## src/core/cihc_consts.vh

```
// Constants for the interrupt and halt control block
`ifndef CIHC_CONSTS_VH
`define CIHC_CONSTS_VH
// APB register byte offsets
`define CIHC_CTRL_OFF     12'h000
`define CIHC_STATUS_OFF   12'h004
`define CIHC_VBASE_OFF    12'h008
`define CIHC_INSTR_OFF    12'h00C
`define CIHC_VECTOR_OFF   12'h010
`define CIHC_TARGET_OFF   12'h014
// Control register fields
`define CIHC_CTRL_MODE_LO 0
`define CIHC_CTRL_MODE_HI 1
`define CIHC_CTRL_RESET   2'h0
// Instruction codes written to the instruction register
`define CIHC_OP_NONE      3'h0
`define CIHC_OP_EI        3'h1
`define CIHC_OP_DI        3'h2
`define CIHC_OP_HALT      3'h3
`define CIHC_OP_RETURN_FROM_NMI_INSTR      3'h4
`define CIHC_OP_LDAI      3'h5
`define CIHC_OP_LDAR      3'h6
`define CIHC_OP_OTHER     3'h7
// Response modes
`define CIHC_MODE0        2'h0
`define CIHC_MODE1        2'h1
`define CIHC_MODE2        2'h2
// Fixed restart targets
`define CIHC_NMI_TARGET   16'h0066
`define CIHC_RST_TARGET   16'h0038
// Machine cycle lengths in T states
`define CIHC_FETCH_T      3'h4
`define CIHC_ACK_T        3'h6
`define CIHC_NMI_T        3'h5
`endif

```

## src/core/cihc_core.v

```verilog
// Interrupt acceptance, acknowledge, halt and enable flip-flop control
//
// Decided for this implementation: the address map and the APB interface to the registers.
`timescale 1ns/1ps
`include "cihc_consts.vh"
module cihc_core (
  // Clock and reset
  input  wire        pclk,
  input  wire        presetn,
  // APB slave
  input  wire        psel,
  input  wire        penable,
  input  wire        pwrite,
  input  wire [11:0] paddr,
  input  wire [31:0] pwdata,
  output reg  [31:0] prdata,
  output wire        pready,
  output wire        pslverr,
  // Request pins from peripherals, active low
  input  wire        int_request_n,
  input  wire        nmi_request_n,
  input  wire        bus_request_n,
  // Acknowledge side, data bus in
  input  wire [7:0]  data_bus_in,
  output reg         opcode_fetch_cycle_n,
  output reg         io_request_strobe_n,
  output reg         memory_request_strobe_n,
  output reg         halt_ack_n,
  output reg  [1:0]  t_state,
  output reg         wait_state,
  // Enable flip-flops and results
  output reg         irq_enable_primary,
  output reg         irq_enable_shadow,
  output reg         parity_flag,
  output reg         push_pc_pulse,
  output reg  [15:0] jump_target,
  output reg         exec_supplied_instr
);

  // Machine cycle states, one-hot
  localparam [4:0] ST_EXEC = 5'h01;
  localparam [4:0] ST_HALT = 5'h02;
  localparam [4:0] ST_IACK = 5'h04;
  localparam [4:0] ST_NACK = 5'h08;
  localparam [4:0] ST_DONE = 5'h10;

  reg  [4:0]  state;
  reg  [4:0]  next_state;
  reg  [2:0]  tcount;
  reg  [1:0]  mode;
  reg  [7:0]  vector_base;
  reg  [7:0]  vector;
  reg  [2:0]  pend_op;
  reg         op_valid;
  reg         ei_delay;
  reg  [1:0]  int_sync;
  reg  [1:0]  nmi_sync;
  reg  [1:0]  busrq_sync;
  reg  [1:0]  ack_kind;

  // Synchronised request levels, active high
  wire int_req   = ~int_sync[1];
  wire nmi_req   = ~nmi_sync[1];
  wire busrq     = ~busrq_sync[1];

  // Decodes last T state of current machine cycle
  function last_t;
    input [2:0] cnt;
    input [2:0] len;
    begin
      last_t = (cnt == len - 3'h1);
    end
  endfunction

  wire apb_wr = psel & penable & pwrite;
  assign pready  = 1'b1;
  assign pslverr = 1'b0;

  // Instruction boundary: end of an execute cycle or a halt fetch
  wire fetch_end = (state == ST_EXEC || state == ST_HALT) && last_t(tcount, `CIHC_FETCH_T);
  // refuse when disabled or bus requested
  wire int_take  = fetch_end & int_req & irq_enable_primary & ~busrq & ~ei_delay & ~nmi_req;
  wire nmi_take  = fetch_end & nmi_req;

  // Request pin synchronisers
  always @(posedge pclk or negedge presetn) begin
    if (!presetn) begin
      int_sync   <= 2'h3;
      nmi_sync   <= 2'h3;
      busrq_sync <= 2'h3;
    end else begin
      int_sync   <= {int_sync[0], int_request_n};
      nmi_sync   <= {nmi_sync[0], nmi_request_n};
      busrq_sync <= {busrq_sync[0], bus_request_n};
    end
  end

  // Next machine cycle selection
  always @* begin
    next_state = state;
    case (state)
      ST_EXEC: begin
        if (nmi_take)
          next_state = ST_NACK;
        else if (int_take)
          next_state = ST_IACK;
        else if (fetch_end && op_valid && pend_op == `CIHC_OP_HALT)
          next_state = ST_HALT;
      end
      ST_HALT: begin
        if (nmi_take)
          next_state = ST_NACK;
        else if (int_take)
          next_state = ST_IACK;
      end
      ST_IACK: begin
        if (last_t(tcount, `CIHC_ACK_T))
          next_state = ST_DONE;
      end
      ST_NACK: begin
        if (last_t(tcount, `CIHC_NMI_T))
          next_state = ST_DONE;
      end
      ST_DONE: next_state = ST_EXEC;
      default: next_state = ST_EXEC;
    endcase
  end

  // all state held in flip-flops; a stopped pclk freezes it
  // resumes from same state when pclk returns
  always @(posedge pclk or negedge presetn) begin
    if (!presetn) begin
      state  <= ST_EXEC;
      tcount <= 3'h0;
    end else begin
      state <= next_state;
      if (next_state != state || fetch_end)
        tcount <= 3'h0;
      else
        tcount <= tcount + 3'h1;
    end
  end

  // Bus strobes and status outputs
  always @(posedge pclk or negedge presetn) begin
    if (!presetn) begin
      opcode_fetch_cycle_n    <= 1'b1;
      io_request_strobe_n     <= 1'b1;
      memory_request_strobe_n <= 1'b1;
      halt_ack_n              <= 1'b1;
      t_state                 <= 2'h0;
      wait_state              <= 1'b0;
    end else begin
      t_state <= tcount[1:0];
      halt_ack_n <= ~(next_state == ST_HALT);
      // acknowledge fetch uses I/O strobe, not memory strobe
      // halt keeps issuing ordinary fetches for refresh
      opcode_fetch_cycle_n    <= ~(next_state == ST_IACK || next_state == ST_HALT || next_state == ST_EXEC);
      io_request_strobe_n     <= ~(state == ST_IACK && next_state == ST_IACK && tcount >= 3'h2);
      memory_request_strobe_n <= ~(next_state == ST_HALT || next_state == ST_EXEC || next_state == ST_NACK);
      // same wait states in mode 1
      wait_state <= (next_state == ST_IACK) && (tcount == 3'h1 || tcount == 3'h2);
    end
  end

  // Vector capture, targets and push pulse
  always @(posedge pclk or negedge presetn) begin
    if (!presetn) begin
      vector              <= 8'h00;
      jump_target         <= 16'h0000;
      push_pc_pulse       <= 1'b0;
      exec_supplied_instr <= 1'b0;
      ack_kind            <= 2'h0;
    end else begin
      push_pc_pulse       <= 1'b0;
      exec_supplied_instr <= 1'b0;
      if (state == ST_IACK && last_t(tcount, `CIHC_ACK_T)) begin
        vector   <= data_bus_in;
        ack_kind <= mode;
        case (mode)
          `CIHC_MODE0: exec_supplied_instr <= 1'b1;
          `CIHC_MODE1: begin
            jump_target   <= `CIHC_RST_TARGET;
            push_pc_pulse <= 1'b1;
          end
          // table pointer from base and vector
          default: begin
            jump_target   <= {vector_base, data_bus_in};
            push_pc_pulse <= 1'b1;
          end
        endcase
      end else if (state == ST_NACK && last_t(tcount, `CIHC_NMI_T)) begin
        // bus data discarded, push and restart
        jump_target   <= `CIHC_NMI_TARGET;
        push_pc_pulse <= 1'b1;
        ack_kind      <= 2'h3;
      end
    end
  end

  // Enable flip-flops and instruction side effects
  always @(posedge pclk or negedge presetn) begin
    if (!presetn) begin
      irq_enable_primary <= 1'b0;
      irq_enable_shadow  <= 1'b0;
      parity_flag        <= 1'b0;
      ei_delay           <= 1'b0;
    end else begin
      if (fetch_end && state == ST_EXEC)
        ei_delay <= 1'b0;
      if (int_take) begin
        irq_enable_primary <= 1'b0;
        irq_enable_shadow  <= 1'b0;
      end else if (nmi_take) begin
        irq_enable_primary <= 1'b0;
      end else if (fetch_end && state == ST_EXEC && op_valid) begin
        case (pend_op)
          `CIHC_OP_EI: begin
            irq_enable_primary <= 1'b1;
            irq_enable_shadow  <= 1'b1;
            ei_delay           <= 1'b1;
          end
          `CIHC_OP_DI: begin
            irq_enable_primary <= 1'b0;
            irq_enable_shadow  <= 1'b0;
          end
          `CIHC_OP_RETURN_FROM_NMI_INSTR: irq_enable_primary <= irq_enable_shadow;
          `CIHC_OP_LDAI, `CIHC_OP_LDAR: parity_flag <= irq_enable_shadow;
          default: parity_flag <= parity_flag;
        endcase
      end
    end
  end

  // Software instruction slot, consumed at instruction end
  always @(posedge pclk or negedge presetn) begin
    if (!presetn) begin
      pend_op     <= `CIHC_OP_NONE;
      op_valid    <= 1'b0;
      mode        <= `CIHC_CTRL_RESET;
      vector_base <= 8'h00;
    end else begin
      if (fetch_end && state == ST_EXEC && !nmi_take && !int_take)
        op_valid <= 1'b0;
      if (apb_wr && !psel_busy(paddr)) begin
        case (paddr)
          `CIHC_CTRL_OFF:  mode <= pwdata[`CIHC_CTRL_MODE_HI:`CIHC_CTRL_MODE_LO];
          `CIHC_VBASE_OFF: vector_base <= pwdata[7:0];
          `CIHC_INSTR_OFF: begin
            pend_op  <= pwdata[2:0];
            op_valid <= 1'b1;
          end
          default: mode <= mode;
        endcase
      end
    end
  end

  // Instruction writes are accepted in any state
  function psel_busy;
    input [11:0] a;
    begin
      psel_busy = 1'b0;
    end
  endfunction

  // Register read mux
  always @(posedge pclk or negedge presetn) begin
    if (!presetn) begin
      prdata <= 32'h00000000;
    end else if (psel && !penable && !pwrite) begin
      case (paddr)
        `CIHC_CTRL_OFF:   prdata <= {30'h0, mode};
        `CIHC_STATUS_OFF: prdata <= {22'h0, ack_kind, ei_delay, op_valid, parity_flag,
                                     irq_enable_shadow, irq_enable_primary, ~halt_ack_n, state == ST_IACK,
                                     state == ST_NACK};
        `CIHC_VBASE_OFF:  prdata <= {24'h0, vector_base};
        `CIHC_INSTR_OFF:  prdata <= {29'h0, pend_op};
        `CIHC_VECTOR_OFF: prdata <= {24'h0, vector};
        `CIHC_TARGET_OFF: prdata <= {16'h0, jump_target};
        default:          prdata <= 32'h00000000;
      endcase
    end
  end

endmodule // cihc_core

```

## config.mk

```make
export PLATFORM = sky130hd
export DESIGN_NAME = cihc_core
export DESIGN_NICKNAME = d
export VERILOG_FILES = /design/src/core/cihc_core.v
export VERILOG_INCLUDE_DIRS = /design/src /design/src/core
export SDC_FILE = /design/constraint.sdc
export NUM_CORES = 1
export LEC_CHECK = 0
export BUFFER_PORTS_ARGS = -buffer_cell sky130_fd_sc_hd__buf_2
export CORE_UTILIZATION = 50
export CTS_CLUSTER_SIZE = 30
export DETAILED_ROUTE_END_ITERATION = 10
export GPL_TIMING_DRIVEN = 0
export MAX_ROUTING_LAYER = met4
export PLACE_DENSITY = 0.78
export SYNTH_ARGS = -nofsm -noshare
export SYNTH_HDL_FRONTEND = slang
export SYNTH_SLANG_ARGS = --single-unit
```

## constraint.sdc

```tcl
create_clock -name pclk -period 2.9 [get_ports pclk]
set_input_delay 0.29 -clock pclk [delete_from_list [all_inputs] [get_ports pclk]]
set_output_delay 0.29 -clock pclk [all_outputs]
set_load 0.05 [all_outputs]
```

==> results of run 1 <==
## cell usage in the layout, fill, tap and decap left out, drive strengths merged, types with 3 or more instances in the layout
cell,n
nand2,47
buf,102
conb,18
nor4,10
or3,4
or3b,3
nor2b,4
nand4,3
a22o,16
a22oi,16
dfrtp,72
clkbuf,25
nand2b,5
a21oi,13
dfstp,11
nor3,7
a32oi,4
mux2,22
nand3,4
a2bb2oi,4
nor2,16
ha,5
nor4b,3
inv,16
o21ai,8
xor2,3
## registers in the layout (all words and copies together) (netlist names), 2 cells and up
register	flops
vector_base	8
ack_kind	2
tcount	3
pend_op	3
int_sync	2
nmi_sync	2
vector	8
state	5
jump_target	16
busrq_sync	2
mode	2
t_state	2
prdata	16
## metrics by stage
step	total power, mW	hold WS (ns)	setup WS (ns)	instance area, um2	cells
final	2.69	0.0188	0.416	4940	591
after CTS	2.71	0.0132	0.379	4940	591
after detailed placement	1.86	0.174	0.381	4730	574
after global routing	2.81	0.0163	0.136	4940	591
after floorplan	1.70	-0.00559	0.825	4180	392
after global placement	1.83	0.346	0.488	4700	573
## cell type report
type | count | area [um2]
buffer | 38 | 221
clock inverter | 7 | 76.3
sequential | 83 | 2090
multi-input combinational | 257 | 1820
inverter | 14 | 52.6
clock buffer | 9 | 124
timing repair buffer | 81 | 435
fill | 654 | 2900
tap | 102 | 128
## where the power goes
part           internal, mW  leakage, nW  switching [mW]
sequential             1.23         1.06          0.0504
clock                 0.404       0.0962           0.453
combinational         0.182         1.35           0.373
## path summary, 6_finish.rpt
kind / start / endpoint / cells past startpoint
max: tcount[0] / parity_flag / 6
min: bus_request_n / busrq_sync[0] / 1
max reg2reg: tcount[0] / parity_flag / 6
min reg2reg: nmi_sync[0] / nmi_sync[1] / 0
max in group asynchronous: presetn / int_sync[1] / 3
min in group asynchronous: presetn / tcount[2] / 2
## kinds of logic (layout without fill, tap and decap cells)
group	count (synthesis)	after routing	synth area share [%]
buffers and inverters	52	149	6.65
other	2	18	0.182
XOR/XNOR	4	4	0.850
AO/OA/AOI/OAI	83	83	15.1
flip-flops	83	83	50.7
AND/OR/NAND/NOR	123	123	18.4
multiplexers	24	24	6.50
adder cells (fa/ha/maj)	5	5	1.52
## metal layers
metal	vias to the layer above	GRT usage, %	routed length [um]	part of all wire (%)
met3	13	3.53	576	6.0
met4	0	9.49	144	1.5
met5	-	-	0	0
met2	118	38.1	4760	49
met1	1581	32.7	4190	43
li1	1555	-	-	-
## worst max-delay path, stage by stage (launching register included)
cell	delay, ns
dfrtp_1	0.42
ha_1	0.19
ha_1	0.28
nor4b_1	0.64
nand3_1	0.18
nor3_1	0.29
mux2_2	0.36
## timing repair
| item | in CTS | in global routing |
|---|---|---|
| resized for setup | 0 | 0 |
| hold buffers | 1 | 0 |
| hold endpoints to repair | 8 | 0 |
==> flow_metrics.py, run 1 <==
metrics = {
    "synth": {
        "synth_ff_type": "dfrtp_1",
        "syn-instance-count": 376,
        "yosys.area.top_type": "dfrtp_1",
        "synth_common_cells": "dfrtp_1 (72), nand2_1 (47), mux2_2 (22)",
        "synth_edf_count": 0,
        "yosysUniqueCellTypes": 68,
        "avgSynthCellArea_um2": 11.0,
        "ys_ff_latch": 83,
        "async_flop_share_pct": 100,
        "synth_top_area_share_pct": 43.7,
        "synthTopCellsByArea": "dfrtp_1 (44%), dfstp_2 (7.0%), mux2_2 (6.0%)",
        "synth.most_common_cell": "dfrtp_1",
        "yosysSeqAreaShare_pct": 50.7,
        "yosys_warnings": 0,
        "netlist_area_um2": 4120,
    },
    "route": {
        "wl_um": 9670,
        "vias": 3267,
        "antenna_left": 0,
        "first_iter_violations": 163,
        "vias_per_cell": 5.53,
        "drt-pass1-iter-count": 5,
        "drc_errors": 0,
        "avgRoutedWirePerCell_um": 16.4,
    },
    "sta": {
        "maxSlewViolCount": 0,
        "grt_setup_unrepaired": "no",
        "slew_headroom_pct": 50.3,
        "fin_crit_ns": 2.48,
        "period_share_pct": 85.7,
        "skew_ns": 0.0129,
        "final-hold-violation-count": 0,
        "max_freq_ghz": 0.403,
        "worstMarginPinSlew_ns": 0.735,
        "tns_ns": 0,
        "finalSetupViolCount": 0,
    },
    "outcome": {
        "status": "finished, final reports clean",
    },
    "grt": {
        "grt_first_pass_wirelength_um": 15700,
        "antenna_found_initial": 0,
        "overflow": 0,
        "grt_pass1_vias": 3097,
        "grt_start_max_net_pins": 69,
        "grt_usage_pct": 24.5,
    },
    "floorplanning": {
        "die_h_um": 92.8,
        "fp.dieW_um": 92.8,
        "die_area_um2": 8610,
        "core_um2": 7850,
        "io_pins": 122,
        "rows": 32,
        "initial_utilization_pct": 52.5,
    },
    "clocking": {
        "cts_tree": "yes",
        "clockBufferDepth": 2,
        "cts-root-buf": "clkbuf_8",
        "h-tree-depth": 3,
        "cts_setup_buffers": 0,
        "cts_buffers": 9,
        "clkTransAtPathRegs_ns": 0.08,
        "clk_latency_ns": 0.37,
        "clock-sinks": 83,
    },
    "place": {
        "place.gp.congestion": 0.881,
        "port_buffers": 79,
        "dp_hpwl_um": 7040,
    },
    "cells_and_area": {
        "utilization_pct": 63.0,
        "layout.nets": 549,
        "insertedDiodeCount": 0,
        "drive_above_1_share_pct": 34.6,
        "syn2layout_area_growth_pct": 20.0,
    },
    "job": {
        "drv_cap": 0,
    },
    "setup_path": {
        "path_class": "flop to flop",
        "critPathLaunchType": "flop",
        "cp-end-kind": "flop",
        "crit_required_ns": 3.15,
        "crit_arrival_ns": 2.73,
        "critical_path_peak_fanout": 7,
        "reg2reg_slack_ns": 0.42,
    },
    "min_path": {
        "hold_class": "primary input to flop",
    },
    "power": {
        "leakage_nw": 2.51,
        "p_per_area_nw_per_um2": 544,
        "peakVddDrop_mv": 0.386,
    },
}
Note: power is estimated with default switching activity, not from simulation.
==> run 2, diff against run 1 <==
--- a/config.mk
+++ b/config.mk
@@ -6,13 +6,12 @@
 export SDC_FILE = /design/constraint.sdc
 export NUM_CORES = 1
 export LEC_CHECK = 0
-export BUFFER_PORTS_ARGS = -buffer_cell sky130_fd_sc_hd__buf_2
 export CORE_UTILIZATION = 50
 export CTS_CLUSTER_SIZE = 30
 export DETAILED_ROUTE_END_ITERATION = 10
+export DONT_BUFFER_PORTS = 1
 export GPL_TIMING_DRIVEN = 0
 export MAX_ROUTING_LAYER = met4
-export PLACE_DENSITY = 0.78
 export SYNTH_ARGS = -nofsm -noshare
 export SYNTH_HDL_FRONTEND = slang
 export SYNTH_SLANG_ARGS = --single-unit
==> flow_metrics.py, run 2 (synthesis gave the netlist of run 1 again) <==
metrics = {
    "outcome": {
        "status": "finished, final reports clean",
    },
    "power": {
        "power_mw": 2.63,
        "power_frac_comb_pct": 15.3,
        "leakage_nw": 2.15,
        "intPower_mw": 1.78,
        "switchingPower_uw": 848,
        "peakVddDrop_mv": 0.410,
        "pwr-share-clk_pct": 32.4,
        "p_per_area_nw_per_um2": 574,
        "sequentialPowerShare_pct": 52.3,
        "power_switching_share_pct": 32.3,
    },
    "sta": {
        "worstMarginPinSlew_ns": 0.763,
        "skew_ns": 0.0111,
        "slew_headroom_pct": 48.4,
        "hold_slack_ns": 0.0274,
        "tns_ns": 0,
        "finalSetupViolCount": 0,
        "maxSlewViolCount": 0,
        "grt_setup_unrepaired": "no",
        "period_share_pct": 88.6,
        "max_freq_ghz": 0.389,
        "fin_crit_ns": 2.57,
        "final-hold-violation-count": 0,
    },
    "grt": {
        "grt_usage_pct": 23.8,
        "grt_first_pass_wirelength_um": 14900,
        "antenna_found_initial": 0,
        "use_met2_pct": 36.2,
        "gr-usage-met3_pct": 5.25,
        "use_met1_pct": 31.4,
        "grt_start_max_net_pins": 84,
        "grt_pass1_vias": 2851,
        "busiest_layer": "met2",
        "overflow": 0,
    },
    "cells_and_area": {
        "layout.cells.non_filler": 515,
        "drive_above_1_share_pct": 21.8,
        "utilization_pct": 58.3,
        "layout.nets": 473,
        "top_regs": "jump_target: 16 flops, prdata: 16 flops",
        "insertedDiodeCount": 0,
        "syn2layout_area_growth_pct": 11.1,
        "mostFrequentLayoutCell": "dfrtp_1",
        "layout_common_cells": "dfrtp_1 (72), nand2_1 (47), mux2_2 (22)",
    },
    "place": {
        "dp.cells": 494,
        "port_buffers": 0,
        "place.gp.congestion": 0.835,
        "dp_hpwl_um": 6860,
    },
    "min_path": {
        "min_from": "data_bus_in[6]",
        "hold_class": "primary input to flop",
    },
    "floorplanning": {
        "fp.dieW_um": 92.8,
        "initial_utilization_pct": 52.5,
        "die_area_um2": 8610,
        "core_um2": 7850,
        "io_pins": 122,
        "rows": 32,
        "die_h_um": 92.8,
    },
    "setup_path": {
        "critPathLaunchType": "flop",
        "cp-end-kind": "flop",
        "crit_required_ns": 3.15,
        "reg2reg_from": "tcount[0]",
        "path_class": "flop to flop",
        "crit_arrival_ns": 2.82,
        "critical_path_peak_fanout": 7,
        "worstSetupStartpoint": "tcount[0]",
    },
    "clocking": {
        "cts.repair.resized": 0,
        "clockBufferDepth": 2,
        "cts-root-buf": "clkbuf_8",
        "clk_latency_ns": 0.37,
        "clkTransAtPathRegs_ns": 0.09,
        "clock-sinks": 83,
        "cts_tree": "yes",
        "cts_buffers": 9,
        "h-tree-depth": 3,
    },
    "route": {
        "vias": 2974,
        "wl_um": 9480,
        "avgRoutedWirePerCell_um": 18.4,
        "vias_per_cell": 5.77,
        "drc_errors": 0,
        "first_iter_violations": 147,
        "drt-pass1-iter-count": 4,
        "antenna_left": 0,
    },
    "job": {
        "drv_cap": 0,
    },
}
run 2: cell count changes in the layout (fill, tap and decap cells not counted):
cell,previous run,this run
buf_2,81,3
buf_4,19,18
dlygate4sd3_1,1,4
run 2: power groups by stage:
stage / Combinational [mW] / Sequential [mW] / Clock [mW]
after floorplan: 0.314 / 1.38 / 0
after global placement: 0.366 / 1.40 / 0
after detailed placement: 0.372 / 1.40 / 0
after CTS: 0.407 / 1.38 / 0.869
after global routing: 0.448 / 1.38 / 0.901
final: 0.402 / 1.37 / 0.853
run 2: layer usage:
metal,up-vias,part of all wire (%),wire (um)
li1,1406,-,-
met1,1461,44,4190
met2,100,48,4540
met3,7,7.0,662
met4,0,0.94,89
met5,-,0,0
run 2: critical path: stages, from the launching register on:
cell and delay (ns):
dfrtp_1 0.42, ha_1 0.18, ha_1 0.30, nor4b_1 0.67
nand3_1 0.21, nor3_1 0.31, mux2_2 0.37
run 2: final timing paths:
check	to	slack [ns]	cells after the start
max	parity_flag	0.33	6
min	vector[6]	0.03	2
max reg2reg	parity_flag	0.33	6
min reg2reg	busrq_sync[1]	0.36	0
max in group asynchronous	halt_ack_n	2.05	2
min in group asynchronous	prdata[8]	0.48	2
run 2: layout make-up:
type                       instances  area, um2
inverter                          14       52.6
timing repair buffer               5       67.6
multi-input combinational        257       1820
clock inverter                     7       76.3
fill                             696       3270
sequential                        83       2090
clock buffer                       9        124
tap                              102        128
buffer                            38        221
run 2: per-stage QoR:
step           setup slack [ns]  cell area, um2
6_report                  0.331            4580
5_1_grt                   0.202            4580
4_1_cts                   0.314            4580
3_5_place_dp              0.313            4310
3_3_place_gp              0.442            4310
2_1_floorplan             0.825            4180
run 2: timing repair:
item                                   4_1_cts  5_1_grt
setup buffers                                0        0
hold buffers                                 5        0
endpoints found under the hold margin       86        0
==> run 3, diff against run 2 <==
--- a/config.mk
+++ b/config.mk
@@ -6,12 +6,15 @@
 export SDC_FILE = /design/constraint.sdc
 export NUM_CORES = 1
 export LEC_CHECK = 0
-export CORE_UTILIZATION = 50
+export CELL_PAD_IN_SITES_DETAIL_PLACEMENT = 1
+export CELL_PAD_IN_SITES_GLOBAL_PLACEMENT = 1
+export CORE_UTILIZATION = 48
 export CTS_CLUSTER_SIZE = 30
 export DETAILED_ROUTE_END_ITERATION = 10
 export DONT_BUFFER_PORTS = 1
 export GPL_TIMING_DRIVEN = 0
 export MAX_ROUTING_LAYER = met4
+export PLACE_DENSITY_LB_ADDON = 0.1
 export SYNTH_ARGS = -nofsm -noshare
 export SYNTH_HDL_FRONTEND = slang
 export SYNTH_SLANG_ARGS = --single-unit
==> flow_metrics.py, run 3 (synthesis gave the netlist of run 1 again) <==
metrics = {
    "power": {
        "intPower_mw": 1.79,
        "power_switching_share_pct": 32.8,
        "sequentialPowerShare_pct": 51.7,
        "peakVddDrop_mv": 0.379,
        "power_frac_comb_pct": 15.3,
        "pwr-share-clk_pct": 33.0,
        "p_per_area_nw_per_um2": 581,
        "switchingPower_uw": 874,
        "leakage_nw": 2.15,
    },
    "place": {
        "place.gp.congestion": 0.811,
        "placed_area_um2": 4310,
        "dp_hpwl_um": 7410,
        "port_buffers": 0,
        "place_ws_ns": 0.425,
    },
    "route": {
        "vias": 3028,
        "vias_per_cell": 5.85,
        "drc_errors": 0,
        "avgRoutedWirePerCell_um": 20.2,
        "drt-pass1-iter-count": 4,
        "wl_um": 10400,
        "antenna_left": 0,
        "first_iter_violations": 117,
    },
    "setup_path": {
        "critical_path_peak_fanout": 7,
        "path_class": "flop to flop",
        "worstSetupStartpoint": "tcount[1]",
        "critPathLaunchType": "flop",
        "reg2reg_from": "tcount[1]",
        "reg2reg_slack_ns": 0.40,
        "rr_worst_depth": 6,
        "slowest_delay_ns": 0.65,
        "crit_chain": "ha_1, ha_1, nor4b_1, nand3_1, nor3_1, mux2_2",
        "cp-end-kind": "flop",
        "cp_slowest_cell": "nor4b_1",
        "rr_endpoint": "parity_flag",
        "crit_required_ns": 3.15,
        "crit_top_cell": "ha_1",
        "crit_arrival_ns": 2.75,
        "cp-endpoint": "parity_flag",
    },
    "floorplanning": {
        "rows": 33,
        "core_um2": 8260,
        "die_area_um2": 8960,
        "die_h_um": 94.7,
        "fp.dieW_um": 94.7,
        "initial_utilization_pct": 49.9,
        "io_pins": 122,
    },
    "cells_and_area": {
        "fill_cells": 912,
        "mostFrequentLayoutCell": "dfrtp_1",
        "syn2layout_area_growth_pct": 11.3,
        "top_regs": "jump_target: 16 flops, prdata: 16 flops",
        "fin_area_um2": 4590,
        "layout.nets": 473,
        "drive_above_1_share_pct": 21.8,
        "insertedDiodeCount": 0,
        "utilization_pct": 55.5,
        "layout_common_cells": "dfrtp_1 (72), nand2_1 (47), mux2_2 (22)",
    },
    "sta": {
        "period_share_pct": 86.1,
        "maxSlewViolCount": 0,
        "max_freq_ghz": 0.401,
        "final-hold-violation-count": 0,
        "slew_headroom_pct": 50.2,
        "fin_crit_ns": 2.50,
        "finalSetupViolCount": 0,
        "skew_ns": 0.0142,
        "worstMarginPinSlew_ns": 0.737,
        "tns_ns": 0,
        "layout_setup_ws_ns": 0.404,
        "hold_slack_ns": 0.0275,
        "grt_setup_unrepaired": "no",
    },
    "clocking": {
        "clockBufferDepth": 2,
        "clock-sinks": 83,
        "cts-root-buf": "clkbuf_8",
        "cts.repair.resized": 0,
        "clk_latency_ns": 0.37,
        "cts_tree": "yes",
        "clkTransAtPathRegs_ns": 0.09,
        "cts_buffers": 9,
        "h-tree-depth": 3,
    },
    "grt": {
        "overflow": 0,
        "grt_start_max_net_pins": 84,
        "grt_first_pass_wirelength_um": 16500,
        "grt_usage_pct": 25.5,
        "antenna_found_initial": 0,
        "grt_pass1_vias": 3134,
    },
    "job": {
        "drv_cap": 0,
    },
    "outcome": {
        "status": "finished, final reports clean",
    },
    "min_path": {
        "hold_class": "primary input to flop",
    },
}
## run 3: changes by cell type in the layout (fill, tap and decap cells not counted)
cell	delta
inv_8	+1
clkinv_2	-1
## run 3: repair_timing
action | 4_1_cts | 5_1_grt
buffers inserted | 0 | 0
hold buffers | 5 | 0
hold endpoints to repair | 86 | 0
## run 3: worst min path at each step
stage	from	endpoint	slack, ns	cells past startpoint
final	data_bus_in[0]	vector[0]	0.03	2
after global routing	data_bus_in[4]	vector[4]	0.03	2
after CTS	data_bus_in[0]	vector[0]	0.02	2
after detailed placement	presetn	jump_target[7]	-0.004	0
after global placement	presetn	jump_target[0]	-0.003	0
after floorplan	presetn	ack_kind[0]	-0.006	0
## run 3: area by class of cell
cell class	count	area, um2	area share [%]
plain buffers	38	221	4.83
clock buffers	9	124	2.70
clock inverters	7	82.6	1.80
inverters	14	52.6	1.15
multi-input cells	257	1820	39.6
flip-flops and latches	83	2090	45.6
well taps	105	131	2.86
repair buffers	5	67.6	1.47
## run 3: worst max-delay path, delay by kind of cell, from the launching register on
family	cells	cell delay, ns
adders and majority gates	2	0.47
DFF	1	0.42
muxes	1	0.36
and+or+nand+nor	3	1.13
## run 3: metal layers
| metal | wire length (um) | vias up | global-route usage [%] |
|---|---|---|---|
| li1 | - | 1395 | - |
| met1 | 4560 | 1546 | 31.5 |
| met2 | 5190 | 76 | 40.8 |
| met3 | 558 | 11 | 5.88 |
| met4 | 144 | 0 | 9.22 |
| met5 | 0 | - | - |
## run 3: power by group through the flow
stage,combinational [mW],clock (mW),sequential [mW]
floorplan,0.314,0,1.38
global placement,0.367,0,1.40
detailed placement,0.379,0,1.40
CTS,0.414,0.896,1.38
global route,0.457,0.951,1.39
finish,0.408,0.879,1.38
## run 3: stage by stage
step | instances | total power, mW
floorplan | 392 | 1.70
global placement | 497 | 1.77
detailed placement | 497 | 1.78
CTS | 518 | 2.69
global route | 518 | 2.79
finish | 518 | 2.66
